==> src/rtl/scp_defines.vh <==
`ifndef SCP_DEFINES_VH
`define SCP_DEFINES_VH

// Register indices; the APB byte address is four times the index.
`define SCP_IDX_PCS 8'h8f
`define SCP_IDX_SCR 8'h97
`define SCP_IDX_TPC 8'hae
`define SCP_IDX_MODE 8'hb1

// Reset values.
`define SCP_PCS_RST 7'h00
`define SCP_X2_RST 1'b0
`define SCP_SCR_RST 8'hff
`define SCP_TPS_RST 4'h5
`define SCP_FAST_RST 1'b0

// Field positions.
`define SCP_X2_BIT 0
`define SCP_SEL_MSB 7
`define SCP_SEL_LSB 1
`define SCP_TPS_MSB 7
`define SCP_TPS_LSB 4
`define SCP_FAST_BIT 0
`define SCP_ACT_BIT 1
`define SCP_SCLK_BIT 2
`define SCP_CNT_MSB 7
`define SCP_CNT_LSB 4

// Reload value that turns the system clock prescaler off.
`define SCP_RELOAD_OFF 8'hff
// Counter value whose next increment reaches the overflow point.
`define SCP_CNT_WRAP 8'hfe
// Last CPU clock of a compatibility machine cycle (six CPU clocks).
`define SCP_MC_LAST 3'h5
// Peripherals fed by the timer prescaler: timers 0-2, counter array,
// watchdog. Bit order: t0, t1, t2, serial, array, watchdog, two-wire.
`define SCP_TPS_USERS 7'b0110111

`endif

==> src/rtl/scp_clock_prescaler.v <==
// Summary of operation
// - System clock divides by even 4..1020, or 2..510 in double speed.
// - Eight-bit up-counter reloads from reload register when it overflows.
// - Reload FFH disables the prescaler; only clear double speed divides, by two.
// - Frequency is osc times 2^x2 over 4(255-reload), or over 2 at 255.
// - Each overflow toggles the system clock; two overflows per period.
// - Divided clock feeds CPU and peripherals; peripheral base equals CPU.
// - Reload writes allowed anytime; effective at next overflow, 510 cycles max.
// - Reset loads reload register with all ones, disabling the prescaler.
// - Timer prescaler: 4-bit down-counter reloading at zero; ratio 1..16.
// - Prescale field resets to 5; register reads 0101 in upper nibble.
// - One timer prescaler paces timers 0-2, counter array and watchdog.
// - Compatibility: prescaler always runs; select bit adds divide-by-two.
// - Fast mode: set select bit enables prescaler; clear gives CPU clock.
// - Compatibility: other peripherals choose CPU clock or CPU clock divided by two.
// - Default timer rate: every CPU cycle in fast, every sixth otherwise.
// - Select register: seven select bits over double speed; resets zero.
// - Double speed clear halves oscillator first; set passes it undivided.
// - Double speed: 12 or 6 per machine cycle, 2 or 1 when fast.
//
// Local design decision: the APB slave port.
`timescale 1ns/1ns
`include "scp_defines.vh"
module scp_clock_prescaler (
    input wire core_clk_in,
    input wire nrst_in,
    input wire psel_in,
    input wire penable_in,
    input wire pwrite_in,
    input wire [11:0] paddr_in,
    input wire [31:0] pwdata_in,
    output reg [31:0] prdata_out,
    output wire pready_out,
    output wire pslverr_out,
    output wire sys_clk_out,
    output wire cpu_clk_en_out,
    output wire machine_cycle_en_out,
    output wire timer_prescale_en_out,
    output wire [6:0] periph_clk_en_out,
    output wire double_speed_out,
    output wire fast_mode_out
);

    ////////////////////////////////////////////////////////////////////////
    // Register state.

    reg [6:0] clock_sel;
    reg double_speed_bit;
    reg [7:0] system_clock_reload;
    reg [3:0] timer_prescale_field;
    reg fast_mode;

    ////////////////////////////////////////////////////////////////////////
    // Prescaler state.

    reg osc_div;
    reg [7:0] sc_count;
    reg [7:0] active_reload;
    reg active_x2;
    reg sys_clk;
    reg [3:0] tps_count;
    reg [2:0] mc_count;

    wire sc_tick;
    wire sc_off;
    wire sc_hit;
    wire cpu_en;
    wire tps_en;
    wire bus_access;
    wire bus_write;
    wire bus_setup_read;
    wire hit_pcs;
    wire hit_scr;
    wire hit_tpc;
    wire hit_mode;
    wire hit_any;
    reg [7:0] read_value;

    // True when the APB word address selects the given register index.
    function addr_hit;
        input [11:0] addr;
        input [7:0] idx;
        begin
            addr_hit = (addr[11:2] == {2'b00, idx});
        end
    endfunction

    ////////////////////////////////////////////////////////////////////////
    // APB slave. Zero wait states; read data is captured in the setup
    // cycle so that it comes from a flip-flop during the access cycle.

    assign hit_pcs = addr_hit(paddr_in, `SCP_IDX_PCS);
    assign hit_scr = addr_hit(paddr_in, `SCP_IDX_SCR);
    assign hit_tpc = addr_hit(paddr_in, `SCP_IDX_TPC);
    assign hit_mode = addr_hit(paddr_in, `SCP_IDX_MODE);
    assign hit_any = hit_pcs | hit_scr | hit_tpc | hit_mode;

    assign bus_access = psel_in & penable_in;
    assign bus_write = bus_access & pwrite_in & hit_any;
    assign bus_setup_read = psel_in & ~penable_in & ~pwrite_in;
    assign pready_out = 1'b1;
    assign pslverr_out = bus_access & ~hit_any;

    always @* begin
        read_value = 8'h00;
        if (hit_pcs) begin
            read_value = {clock_sel, double_speed_bit};
        end else if (hit_scr) begin
            read_value = system_clock_reload;
        end else if (hit_tpc) begin
            read_value = {timer_prescale_field, 4'h0};
        end else if (hit_mode) begin
            read_value[`SCP_FAST_BIT] = fast_mode;
            read_value[`SCP_ACT_BIT] = (active_reload != `SCP_RELOAD_OFF);
            read_value[`SCP_SCLK_BIT] = sys_clk;
            read_value[`SCP_CNT_MSB:`SCP_CNT_LSB] = tps_count;
        end
    end

    always @(posedge core_clk_in or negedge nrst_in) begin
        if (!nrst_in) begin
            prdata_out <= 32'h0000_0000;
        end else if (bus_setup_read) begin
            prdata_out <= {24'h00_0000, read_value};
        end
    end

    // Writes land at any time; the counters pick them up later.
    always @(posedge core_clk_in or negedge nrst_in) begin
        if (!nrst_in) begin
            clock_sel <= `SCP_PCS_RST;
            double_speed_bit <= `SCP_X2_RST;
            system_clock_reload <= `SCP_SCR_RST;
            timer_prescale_field <= `SCP_TPS_RST;
            fast_mode <= `SCP_FAST_RST;
        end else if (bus_write) begin
            if (hit_pcs) begin
                clock_sel <= pwdata_in[`SCP_SEL_MSB:`SCP_SEL_LSB];
                double_speed_bit <= pwdata_in[`SCP_X2_BIT];
            end else if (hit_scr) begin
                system_clock_reload <= pwdata_in[7:0];
            end else if (hit_tpc) begin
                timer_prescale_field <= pwdata_in[`SCP_TPS_MSB:`SCP_TPS_LSB];
            end else if (hit_mode) begin
                fast_mode <= pwdata_in[`SCP_FAST_BIT];
            end
        end
    end

    ////////////////////////////////////////////////////////////////////////
    // Oscillator pre-divider. The counter ticks every cycle in double
    // speed and every second cycle otherwise, so that without double
    // speed the system clock is half the oscillator rate at 50% duty.

    always @(posedge core_clk_in or negedge nrst_in) begin
        if (!nrst_in) begin
            osc_div <= 1'b0;
        end else begin
            osc_div <= ~osc_div;
        end
    end

    assign sc_tick = active_x2 | osc_div;

    ////////////////////////////////////////////////////////////////////////
    // System clock prescaler. The step from FFH to 00H is taken in the
    // same tick that the count arrives at FFH, so 255 minus the reload
    // ticks pass between two overflows. With the prescaler off the
    // system clock runs at the tick rate; the level then toggles every
    // cycle, which in double speed shows only half the true rate, so
    // users must take the CPU enable, not the level, as the clock.

    assign sc_off = (active_reload == `SCP_RELOAD_OFF);
    assign sc_hit = sc_off | (sc_count == `SCP_CNT_WRAP);

    always @(posedge core_clk_in or negedge nrst_in) begin
        if (!nrst_in) begin
            sc_count <= `SCP_SCR_RST;
            active_reload <= `SCP_SCR_RST;
            active_x2 <= `SCP_X2_RST;
            sys_clk <= 1'b0;
        end else begin
            if (sc_tick && sc_hit) begin
                sc_count <= system_clock_reload;
                active_reload <= system_clock_reload;
                active_x2 <= double_speed_bit;
            end else if (sc_tick) begin
                sc_count <= sc_count + 8'h01;
            end
            if (sc_off || (sc_tick && sc_hit)) begin
                sys_clk <= ~sys_clk;
            end
        end
    end

    // One CPU clock per system clock period, on its rising edge, and one
    // per tick while the prescaler is off.
    assign cpu_en = sc_tick & (sc_off | (sc_hit & ~sys_clk));

    ////////////////////////////////////////////////////////////////////////
    // Shared timer prescaler: down-counter paced by the CPU clock.

    assign tps_en = cpu_en & (tps_count == 4'h0);

    always @(posedge core_clk_in or negedge nrst_in) begin
        if (!nrst_in) begin
            tps_count <= 4'h0;
        end else if (cpu_en) begin
            if (tps_count == 4'h0) begin
                tps_count <= timer_prescale_field;
            end else begin
                tps_count <= tps_count - 4'h1;
            end
        end
    end

    ////////////////////////////////////////////////////////////////////////
    // Machine cycle: six CPU clocks in compatibility mode (12 or 6
    // oscillator periods by the double-speed bit), one in fast mode.

    always @(posedge core_clk_in or negedge nrst_in) begin
        if (!nrst_in) begin
            mc_count <= 3'h0;
        end else if (cpu_en) begin
            if (fast_mode || mc_count == `SCP_MC_LAST) begin
                mc_count <= 3'h0;
            end else begin
                mc_count <= mc_count + 3'h1;
            end
        end
    end

    assign machine_cycle_en_out = cpu_en
                                & (fast_mode | (mc_count == `SCP_MC_LAST));

    ////////////////////////////////////////////////////////////////////////
    // Per-peripheral clock enables; bit order follows the select field.

    genvar i;
    generate
        for (i = 0; i < 7; i = i + 1) begin : g_periph
            scp_periph_div #(
                .USES_TPS(`SCP_TPS_USERS >> i & 1)
            ) u_div (
                .core_clk_in(core_clk_in),
                .nrst_in(nrst_in),
                .cpu_en_in(cpu_en),
                .tps_en_in(tps_en),
                .sel_in(clock_sel[i]),
                .fast_mode_in(fast_mode),
                .clk_en_out(periph_clk_en_out[i])
            );
        end
    endgenerate

    assign sys_clk_out = sys_clk;
    assign cpu_clk_en_out = cpu_en;
    assign timer_prescale_en_out = tps_en;
    assign double_speed_out = double_speed_bit;
    assign fast_mode_out = fast_mode;

endmodule

==> src/rtl/scp_periph_div.v <==
`timescale 1ns/1ns
module scp_periph_div #(
    parameter USES_TPS = 1
) (
    input wire core_clk_in,
    input wire nrst_in,
    input wire cpu_en_in,
    input wire tps_en_in,
    input wire sel_in,
    input wire fast_mode_in,
    output wire clk_en_out
);

    wire src_en;
    reg half;

    assign src_en = (USES_TPS != 0) ? tps_en_in : cpu_en_in;

    // Extra divide-by-two stage used in compatibility mode.
    always @(posedge core_clk_in or negedge nrst_in) begin
        if (!nrst_in) begin
            half <= 1'b0;
        end else if (src_en) begin
            half <= ~half;
        end
    end

    // Fast mode: the select bit switches the timer prescaler in or out.
    assign clk_en_out = fast_mode_in ? (sel_in ? tps_en_in : cpu_en_in)
                      : (sel_in ? (src_en & half) : src_en);

endmodule

==> config.mk <==
export PLATFORM = sky130hd
export DESIGN_NAME = scp_clock_prescaler
export DESIGN_NICKNAME = d
export VERILOG_FILES = /design/src/rtl/scp_clock_prescaler.v /design/src/rtl/scp_periph_div.v
export VERILOG_INCLUDE_DIRS = /design/src /design/src/rtl
export SDC_FILE = /design/constraint.sdc
export NUM_CORES = 1
export LEC_CHECK = 0
export BUFFER_PORTS_ARGS = -buffer_cell sky130_fd_sc_hd__buf_2
export CAP_MARGIN = 10
export CELL_PAD_IN_SITES_DETAIL_PLACEMENT = 1
export CELL_PAD_IN_SITES_GLOBAL_PLACEMENT = 1
export CORE_MARGIN = 2
export CORE_UTILIZATION = 35
export CTS_BUF_LIST = sky130_fd_sc_hd__clkbuf_16
export DETAILED_ROUTE_END_ITERATION = 8
export PLACE_DENSITY_LB_ADDON = 0.1
export SETUP_SLACK_MARGIN = 0.1
export SYNTH_ARGS = -nofsm -noshare
export SYNTH_HDL_FRONTEND = slang
export SYNTH_SLANG_ARGS = --single-unit
==> constraint.sdc <==
create_clock -name core_clk_in -period 4.11 [get_ports core_clk_in]
set_input_delay 0.6165 -clock core_clk_in [delete_from_list [all_inputs] [get_ports core_clk_in]]
set_output_delay 0.6165 -clock core_clk_in [all_outputs]
set_load 0.01 [all_outputs]
==> flow_metrics.py, run 1 <==
metrics = {
    "finish": {
        "n_antenna_cell": 0,
        "synthToLayoutAreaGrowth_pct": 14.4,
        "final_cell_count_no_fill": 510,
        "fill_cells": 1122,
        "drive_gt1_share_pct": 34.2,
        "fin_area_mm2": 0.00402,
        "fin_nets": 426,
        "finalCoreUtilization_pct": 41.1,
    },
    "timing": {
        "worstMarginPinSlew_ns": 1.03,
        "whs_ns": 0.431,
        "min_period_over_period_pct": 73.4,
        "setup_ws_ns": 1.09,
        "period_needed_ns": 3.02,
        "fmax_mhz": 332,
        "slew_viol_final": 0,
        "setup_viol": 0,
        "fin_tns_setup_ns": 0,
        "rsz0062_at_grt": "false",
        "finalClockSkew_ns": 0.00569,
        "timing_hold_violations_final": 0,
        "max_slew_margin_pct": 31.2,
    },
    "synth": {
        "synth_edf_count": 0,
        "synthArstFlopShare_pct": 100,
        "synth_cell_types": 54,
        "yosysWarningCount": 0,
        "synthFlopType": "dfrtp_1",
        "synth-seq-cells": 62,
        "avgSynthCellArea_um2": 10.4,
        "ys_seq_area_share_pct": 45.1,
        "synth_area_mm2": 0.00351,
        "syn_inst": 337,
    },
    "setup_path": {
        "cpPeakStageDelay_ns": 0.59,
        "slowest_stage": "dfstp_2",
        "path_max_fanout": 7,
        "cp-start-kind": "register",
        "cp.arrival_ns": 2.40,
        "r2r_cells": 6,
        "crit_buf_inv": 1,
        "cp.required_ns": 3.49,
        "end_kind": "output port",
        "critPathKind": "register to output port",
        "crit_family": "simple AND/OR/NAND/NOR gates",
        "worst-path-stages": 5,
        "cp_cell_sequence": "nand4_1, nor3_2, o221ai_1, a21oi_1, buf_2",
    },
    "global_route": {
        "grt_max_degree": 42,
        "gr-total-overflow": 0,
        "gr-usage-all-layers_pct": 17.5,
        "antenna_found_initial": 0,
        "grt_pass1_vias": 2627,
        "grt_pass1_wl_um": 14800,
    },
    "power_and_ir_drop": {
        "vdd_drop_max_mv": 0.157,
        "pwr_density_cell_mw_per_mm2": 365,
        "p_total_mw": 1.47,
        "leakagePower_nw": 1.82,
    },
    "placed_design": {
        "place_ws_ns": 1.44,
        "port_buffers": 44,
        "place_area_mm2": 0.00371,
        "gp_congestion": 0.759,
        "dp_hpwl_um": 6820,
        "dp_cells": 494,
    },
    "min_path": {
        "whs_path_depth": 1,
        "hp-class": "register to register",
    },
    "floorplan": {
        "die_area_mm2": 0.0109,
        "die_w_um": 104,
        "coreArea_mm2": 0.00977,
        "pin_count": 96,
        "die_y_um": 104,
        "rows": 36,
        "initial_utilization_pct": 35.9,
    },
    "clocking": {
        "worstSkewPairLatency_ns": 0.33,
        "cts_tree": "yes",
        "cts_resized": 0,
        "htree_levels": 3,
        "cts.sinks": 62,
        "clock_path_buffers": 2,
        "ctsHoldBuffers": 0,
        "path_clk_slew_ns": 0.06,
        "clockRootBuffer": "clkbuf_16",
        "cts_buffers": 9,
        "post-cts-setup-buffers": 0,
    },
    "routing": {
        "remaining_drc_errors": 0,
        "wire_per_inst_um": 17.9,
        "detail_route.iter0.violations": 133,
        "avgViaCountPerCell": 5.21,
        "antenna_left": 0,
        "vias": 2659,
        "first_pass_iters": 4,
        "postRouteWirelength_um": 9110,
    },
    "outcome": {
        "status": "finished clean",
    },
    "flow_run": {
        "drv_cap": 0,
    },
}
report_power, final:
part | leakage [nW] | internal (mW) | switching, mW
logic | 0.909 | 0.0195 | 0.0505
registers | 0.764 | 0.616 | 0.00283
clock network | 0.148 | 0.477 | 0.300
final cells by class:
type	count	area [um2]	area share, %
sequential	62	1580	39.4
timing repair buffer	49	258	6.41
tap	133	166	4.14
clock inverter	7	80.1	1.99
inverter	8	30.0	0.747
multi-input combinational	242	1680	41.7
clock buffer	9	225	5.60
registers in the layout (all words and copies together) (netlist names):
| signal | flops |
|---|---|
| sys_clk_out | 1 |
| system_clock_reload | 8 |
| prdata_out | 8 |
| fast_mode_out | 1 |
| double_speed_out | 1 |
| timer_prescale_field | 4 |
| g_periph.u_div.half | 7 |
| tps_count | 4 |
| active_reload | 8 |
| active_x2 | 1 |
| osc_div | 1 |
| clock_sel | 7 |
| mc_count | 3 |
| sc_count | 8 |
worst reg2reg max path, delay by kind of cell (launching register included):
kind                       cells  cell delay, ns
buffers and inverters          1            0.06
AOI/OAI and AO/OA              1            0.61
adders and majority gates      1            0.21
DFF                            1            0.55
muxes                          1            0.41
and+or+nand+nor                2            0.31
cell families (layout without fill, tap and decap cells):
group | Yosys count | count (layout) | synth area share [%]
AO/OA/AOI/OAI | 78 | 78 | 15.2
XOR/XNOR | 9 | 9 | 2.24
adder cells (fa/ha/maj) | 5 | 5 | 1.78
buffers and inverters | 56 | 73 | 9.65
flip-flops | 62 | 62 | 45.1
multiplexers | 32 | 32 | 10.2
other | 2 | 25 | 0.214
AND/OR/NAND/NOR | 93 | 93 | 15.6
metal layers:
layer	track usage, %	vias up	wire length (um)
met4	3.76	0	37
met5	0	-	0
li1	-	1243	-
met3	4.26	2	294
met1	25.7	1360	4570
met2	26.2	54	4210
cell usage after synthesis (all sizes together), types with 2 or more instances:
master	count	area (um2)
nor2	17	63.8
buf	36	264
a21o	3	22.5
nor3b	2	15.0
xnor2	9	78.8
a21oi	16	80.1
nand4	5	31.3
and3	3	18.8
a22o	5	43.8
a211oi	8	60.1
conb	2	7.51
a221o	4	40.0
or2	3	18.8
a31oi	3	18.8
nor4b	3	26.3
mux2	30	338
nand3b	4	30.0
nor2b	2	12.5
dfrtp	36	901
inv	7	26.3
nor4	6	67.6
and2	2	12.5
mux2i	2	20.0
o21ai	15	75.1
o211ai	5	37.5
nor3	5	30.0
nand3	6	30.0
nand2b	4	25.0
o41ai	2	17.5
and4	2	17.5
nand2	19	71.3
dfstp	26	683
a22oi	9	67.6
a311o	2	20.0
clkbuf	12	45.0
ha	5	62.6
or3	6	37.5
worst paths after layout:
path                                         to         from  slack (ns)
max in group asynchronous      active_reload[1]      nrst_in        2.72
max reg2reg                    active_reload[7]  sc_count[0]        1.88
min in group asynchronous           mc_count[0]      nrst_in        0.45
min reg2reg                             osc_div      osc_div        0.43
min                                     osc_div      osc_div        0.43
max                        periph_clk_en_out[1]  sc_count[3]        1.09
layout by cell type, fill, tap and decap left out, drive strengths merged, types with 8 or more instances in the layout:
| cell | netlist | final |
|---|---|---|
| a211oi | 8 | 8 |
| a21oi | 16 | 16 |
| a22oi | 9 | 9 |
| buf | 36 | 49 |
| clkbuf | 12 | 9 |
| conb | 2 | 25 |
| dfrtp | 36 | 36 |
| dfstp | 26 | 26 |
| inv | 7 | 10 |
| mux2 | 30 | 30 |
| nand2 | 19 | 19 |
| nor2 | 17 | 17 |
| o21ai | 15 | 15 |
| xnor2 | 9 | 9 |
No activity file was read; power rests on OpenSTA's default activity.
==> run 2, diff against run 1 <==
==> constraint.sdc (replaced) <==
create_clock -name core_clk_in -period 2.9 [get_ports core_clk_in]
set_input_delay 0.435 -clock core_clk_in [delete_from_list [all_inputs] [get_ports core_clk_in]]
set_output_delay 0.435 -clock core_clk_in [all_outputs]
set_load 0.01 [all_outputs]
==> flow_metrics.py, run 2 (synthesized netlist as in run 1, its figures left out) <==
metrics = {
    "clocking": {
        "cts.sinks": 62,
        "cts_buffers": 9,
        "htree_levels": 3,
        "clockRootBuffer": "clkbuf_16",
        "worstSkewPairLatency_ns": 0.34,
        "clock_path_buffers": 2,
        "ctsHoldBuffers": 0,
        "path_clk_slew_ns": 0.06,
        "cts_tree": "yes",
    },
    "global_route": {
        "grt_max_degree": 42,
        "use_met3_pct": 4.26,
        "antenna_found_initial": 0,
        "grt_pass1_vias": 2778,
        "top_usage_layer": "met2",
        "gr-usage-met1_pct": 25.7,
        "gr-usage-all-layers_pct": 18.3,
        "use_met2_pct": 27.8,
        "grt_pass1_wl_um": 15300,
        "gr-total-overflow": 0,
    },
    "min_path": {
        "hp-class": "input pin to asynchronous set/reset pin",
    },
    "timing": {
        "rsz0062_at_grt": "false",
        "max_slew_margin_pct": 52.3,
        "setup_viol": 0,
        "setup_ws_ns": 0.261,
        "period_needed_ns": 2.64,
        "timing_hold_violations_final": 0,
        "fin_tns_setup_ns": 0,
        "min_period_over_period_pct": 91.0,
        "slew_viol_final": 0,
        "worstMarginPinSlew_ns": 0.711,
        "fmax_mhz": 379,
        "finalClockSkew_ns": 0.0108,
    },
    "routing": {
        "antenna_left": 0,
        "vias": 2701,
        "wire_per_inst_um": 18.0,
        "detail_route.iter0.violations": 118,
        "first_pass_iters": 4,
        "avgViaCountPerCell": 5.18,
        "remaining_drc_errors": 0,
        "postRouteWirelength_um": 9400,
    },
    "floorplan": {
        "coreArea_mm2": 0.00977,
        "die_area_mm2": 0.0109,
        "initial_utilization_pct": 35.9,
        "die_w_um": 104,
        "rows": 36,
        "pin_count": 96,
        "die_y_um": 104,
    },
    "setup_path": {
        "cp.required_ns": 2.47,
        "crit_path_start": "sc_count[1]",
        "cp_cell_sequence": "ha_1, nand3_1, nor3_4, o21ai_1, buf_4, a31oi_1, buf_2",
        "path_max_fanout": 5,
        "end_kind": "output port",
        "r2r-start": "sc_count[0]",
        "critPathKind": "register to output port",
        "cp-start-kind": "register",
        "cp.arrival_ns": 2.20,
        "slowest_stage": "dfstp_2",
        "cpPeakStageDelay_ns": 0.56,
    },
    "outcome": {
        "status": "finished clean",
    },
    "finish": {
        "synthToLayoutAreaGrowth_pct": 17.5,
        "drive_gt1_share_pct": 36.3,
        "layout_common_cells": "buf_2, dfrtp_1, mux2_2",
        "n_antenna_cell": 0,
        "fill_cells": 1137,
        "fin_nets": 437,
        "final_common_cell": "buf_2",
    },
    "power_and_ir_drop": {
        "pwr_density_cell_mw_per_mm2": 504,
        "leakagePower_nw": 1.88,
        "vdd_drop_max_mv": 0.252,
    },
    "flow_run": {
        "drv_cap": 0,
    },
    "placed_design": {
        "port_buffers": 44,
        "dp_hpwl_um": 7020,
        "gp_congestion": 0.770,
        "place_ws_ns": 0.407,
    },
}
[run 2: cell count changes in the layout (fill, tap and decap cells not counted), sizes merged]
cell    before  now
clkinv       3    4
buf         49   60
inv         10    9
[run 2: cell type report]
| cell class | instances | area, um2 | share of cell area, % |
|---|---|---|---|
| Timing Repair Buffer | 60 | 353 | 8.55 |
| Inverter | 8 | 30.0 | 0.727 |
| Clock buffer | 9 | 225 | 5.46 |
| Multi-Input combinational cell | 242 | 1690 | 40.9 |
| Sequential cell | 62 | 1580 | 38.4 |
| Tap cell | 133 | 166 | 4.03 |
| Clock inverter | 7 | 81.3 | 1.97 |
[run 2: worst paths after layout]
kind	endpoint	slack (ns)	depth (start not counted)
max reg2reg	active_reload[0]	0.60	6
max in group asynchronous	active_reload[0]	2.14	2
min in group core_clk_in	clock_sel[1]	0.35	2
min	osc_div	0.09	1
min reg2reg	osc_div	0.44	1
max	periph_clk_en_out[3]	0.26	7
[run 2: per-stage QoR]
step                instance area [um2]  utilization, %  instances  hold slack, ns  power (mW)
floorplan                          3600               -        360           0.139       0.962
global placement                   3780            38.7        501           0.430       0.992
detailed placement                 3780            38.7        501           0.437       0.993
CTS                                4090            41.9        517          0.0941        2.11
global route                       4130            42.2        521           0.122        2.16
finish                             4130            42.2        521          0.0882        2.08
[run 2: where the power goes]
part / switching, mW / internal [mW]
clock network: 0.427 / 0.675
logic: 0.0706 / 0.0305
registers: 0.00339 / 0.873
total: 0.501 / 1.58
[run 2: timing repair]
item                                   in CTS  in global routing
resized for setup                           1                  1
endpoints found under the hold margin       0                  0
cloned                                      0                  0
setup buffers                               0                  4
setup endpoints to repair                   6                  7
pin swaps                                   0                  1
[run 2: critical path, delay by kind of cell, from the launching register on]
family / cells / cell delay (ns)
adders and majority gates: 1 / 0.18
and+or+nand+nor: 2 / 0.53
AOI/OAI and AO/OA: 2 / 0.27
DFF: 1 / 0.56
buffers and inverters: 2 / 0.34
[run 2: metal layers]
layer | up-vias | wire (um) | share of wire, %
met3 | 11 | 264 | 2.8
met1 | 1376 | 4690 | 50
met2 | 47 | 4320 | 46
li1 | 1267 | - | -
met5 | - | 0 | 0
met4 | 0 | 129 | 1.4
==> run 3, diff against run 2 <==
--- a/config.mk
+++ b/config.mk
@@ -10,9 +10,11 @@
 export CAP_MARGIN = 10
 export CELL_PAD_IN_SITES_DETAIL_PLACEMENT = 1
 export CELL_PAD_IN_SITES_GLOBAL_PLACEMENT = 1
+export CORE_ASPECT_RATIO = 0.8
 export CORE_MARGIN = 2
 export CORE_UTILIZATION = 35
 export CTS_BUF_LIST = sky130_fd_sc_hd__clkbuf_16
+export CTS_CLUSTER_DIAMETER = 120
 export DETAILED_ROUTE_END_ITERATION = 8
 export PLACE_DENSITY_LB_ADDON = 0.1
 export SETUP_SLACK_MARGIN = 0.1
==> constraint.sdc (replaced) <==
create_clock -name core_clk_in -period 2.6 [get_ports core_clk_in]
set_input_delay 0.39 -clock core_clk_in [delete_from_list [all_inputs] [get_ports core_clk_in]]
set_output_delay 0.39 -clock core_clk_in [all_outputs]
set_load 0.01 [all_outputs]
==> flow_metrics.py, run 3 (synthesized netlist as in run 1, its figures left out) <==
metrics = {
    "setup_path": {
        "critPathKind": "register to output port",
        "path_max_fanout": 5,
        "cp-start-kind": "register",
        "cp.required_ns": 2.21,
        "cpPeakStageDelay_ns": 0.56,
        "rr_endpoint": "g_periph[0].u_div.half",
        "cp.arrival_ns": 2.01,
        "r2r-start": "sc_count[0]",
        "crit_path_start": "sc_count[1]",
        "slowest_stage": "dfstp_2",
        "cp_cell_sequence": "ha_1, nand3_2, nor3_4, o221ai_4, a21oi_1, buf_2",
        "rrSetupSlack_ns": 0.34,
        "crit_end": "periph_clk_en_out[0]",
        "r2r_cells": 8,
        "end_kind": "output port",
    },
    "finish": {
        "synthToLayoutAreaGrowth_pct": 19.1,
        "drive_gt1_share_pct": 37.2,
        "fin_nets": 439,
        "finalCoreUtilization_pct": 43.2,
        "layout_common_cells": "buf_2, dfrtp_1, mux2_2",
        "n_antenna_cell": 0,
        "final_common_cell": "buf_2",
        "fill_cells": 1094,
        "final_cell_count_no_fill": 526,
    },
    "timing": {
        "min_period_over_period_pct": 92.2,
        "setup_viol": 0,
        "max_slew_margin_pct": 44.0,
        "finalClockSkew_ns": 0.00731,
        "fin_tns_setup_ns": 0,
        "fmax_mhz": 417,
        "timing_hold_violations_final": 0,
        "period_needed_ns": 2.40,
        "slew_viol_final": 0,
        "rsz0062_at_grt": "true",
        "worstMarginPinSlew_ns": 0.836,
    },
    "power_and_ir_drop": {
        "vdd_drop_max_mv": 0.275,
        "leakagePower_nw": 1.91,
        "pwr_density_cell_mw_per_mm2": 556,
    },
    "routing": {
        "vias": 2709,
        "postRouteWirelength_um": 9390,
        "first_pass_iters": 5,
        "antenna_left": 0,
        "remaining_drc_errors": 0,
        "detail_route.iter0.violations": 152,
        "wire_per_inst_um": 17.8,
        "avgViaCountPerCell": 5.15,
    },
    "clocking": {
        "ctsHoldBuffers": 0,
        "clockRootBuffer": "clkbuf_16",
        "htree_levels": 3,
        "cts.sinks": 62,
        "worstSkewPairLatency_ns": 0.33,
        "path_clk_slew_ns": 0.05,
        "cts_tree": "yes",
        "clock_path_buffers": 2,
        "cts_buffers": 9,
    },
    "floorplan": {
        "coreArea_mm2": 0.00969,
        "die_area_mm2": 0.0109,
        "die_w_um": 116,
        "initial_utilization_pct": 36.2,
        "pin_count": 96,
        "rows": 32,
        "die_y_um": 93.6,
    },
    "global_route": {
        "grt_pass1_wl_um": 15200,
        "antenna_found_initial": 0,
        "gr-usage-all-layers_pct": 19.0,
        "gr-total-overflow": 0,
        "grt_max_degree": 63,
        "grt_pass1_vias": 2711,
    },
    "placed_design": {
        "port_buffers": 44,
        "gp_congestion": 0.805,
        "dp_cells": 503,
        "dp_hpwl_um": 6980,
    },
    "min_path": {
        "hp-class": "input pin to asynchronous set/reset pin",
    },
    "flow_run": {
        "drv_cap": 0,
    },
    "outcome": {
        "status": "finished clean",
    },
}
run 3: cell types whose count changed in the layout (fill, tap and decap cells not counted), moves of 2 or more:
cell / previous run / this run
inv_1: 7 / 9
clkinv_4: 3 / 1
inv_6: 2 / 0
clkinv_2: 0 / 2
buf_4: 15 / 17
run 3: critical path, delay by kind of cell (launching register included):
kind            cells  cell delay (ns)
simple gates        2             0.42
buf+inv             1             0.15
fa+ha+maj           1             0.20
compound gates      2             0.36
flops               1             0.56
run 3: cell type report:
cell class	instances	area (um2)	share of cell area, %
Clock buffer	9	225	5.38
Clock inverter	7	81.3	1.94
Inverter	8	35.0	0.837
Multi-Input combinational cell	242	1730	41.3
Sequential cell	62	1580	37.9
Tap cell	136	170	4.07
Timing Repair Buffer	62	359	8.58
run 3: what timing repair did:
item / CTS / global route
endpoints found under the setup margin: 10 / 9
pin swaps: 1 / 2
resized for setup: 9 / 3
buffers inserted: 3 / 4
run 3: report_power, final:
part | internal, mW | leakage (nW) | switching, mW | total (mW)
Sequential | 0.975 | 0.764 | 0.00415 | 0.979
Clock | 0.824 | 0.159 | 0.412 | 1.24
Combinational | 0.0318 | 0.991 | 0.0787 | 0.110
run 3: routing by layer:
layer	up-vias	global-route usage, %	wire, um	part of all wire, %
met5	-	0	0	0
met4	0	4.46	70	0.75
met3	6	4.86	345	3.7
met2	61	26.4	4000	43
met1	1364	29.1	4970	53
li1	1278	-	-	-
run 3: worst min-delay path by stage:
stage                 start                     end  slack, ns  cells after the start
floorplan           nrst_in               active_x2       0.09                      0
detailed placement  osc_div                 osc_div       0.44                      1
global route        nrst_in  g_periph[6].u_div.half       0.30                      2
global placement    osc_div                 osc_div       0.42                      1
CTS                 nrst_in             mc_count[0]       0.27                      2
finish              nrst_in                 osc_div       0.24                      2
run 3: metrics by stage:
step                      hold WS [ns]  power [mW]  setup WS [ns]  cell area, um2
after floorplan                 0.0944        1.07          0.320            3600
after global placement           0.423        1.10         0.0267            3760
after detailed placement         0.440        1.10        0.00265            3760
after CTS                        0.271        2.36          0.138            4140
after global routing             0.302        2.42         0.0716            4180
final                            0.244        2.33          0.204            4180
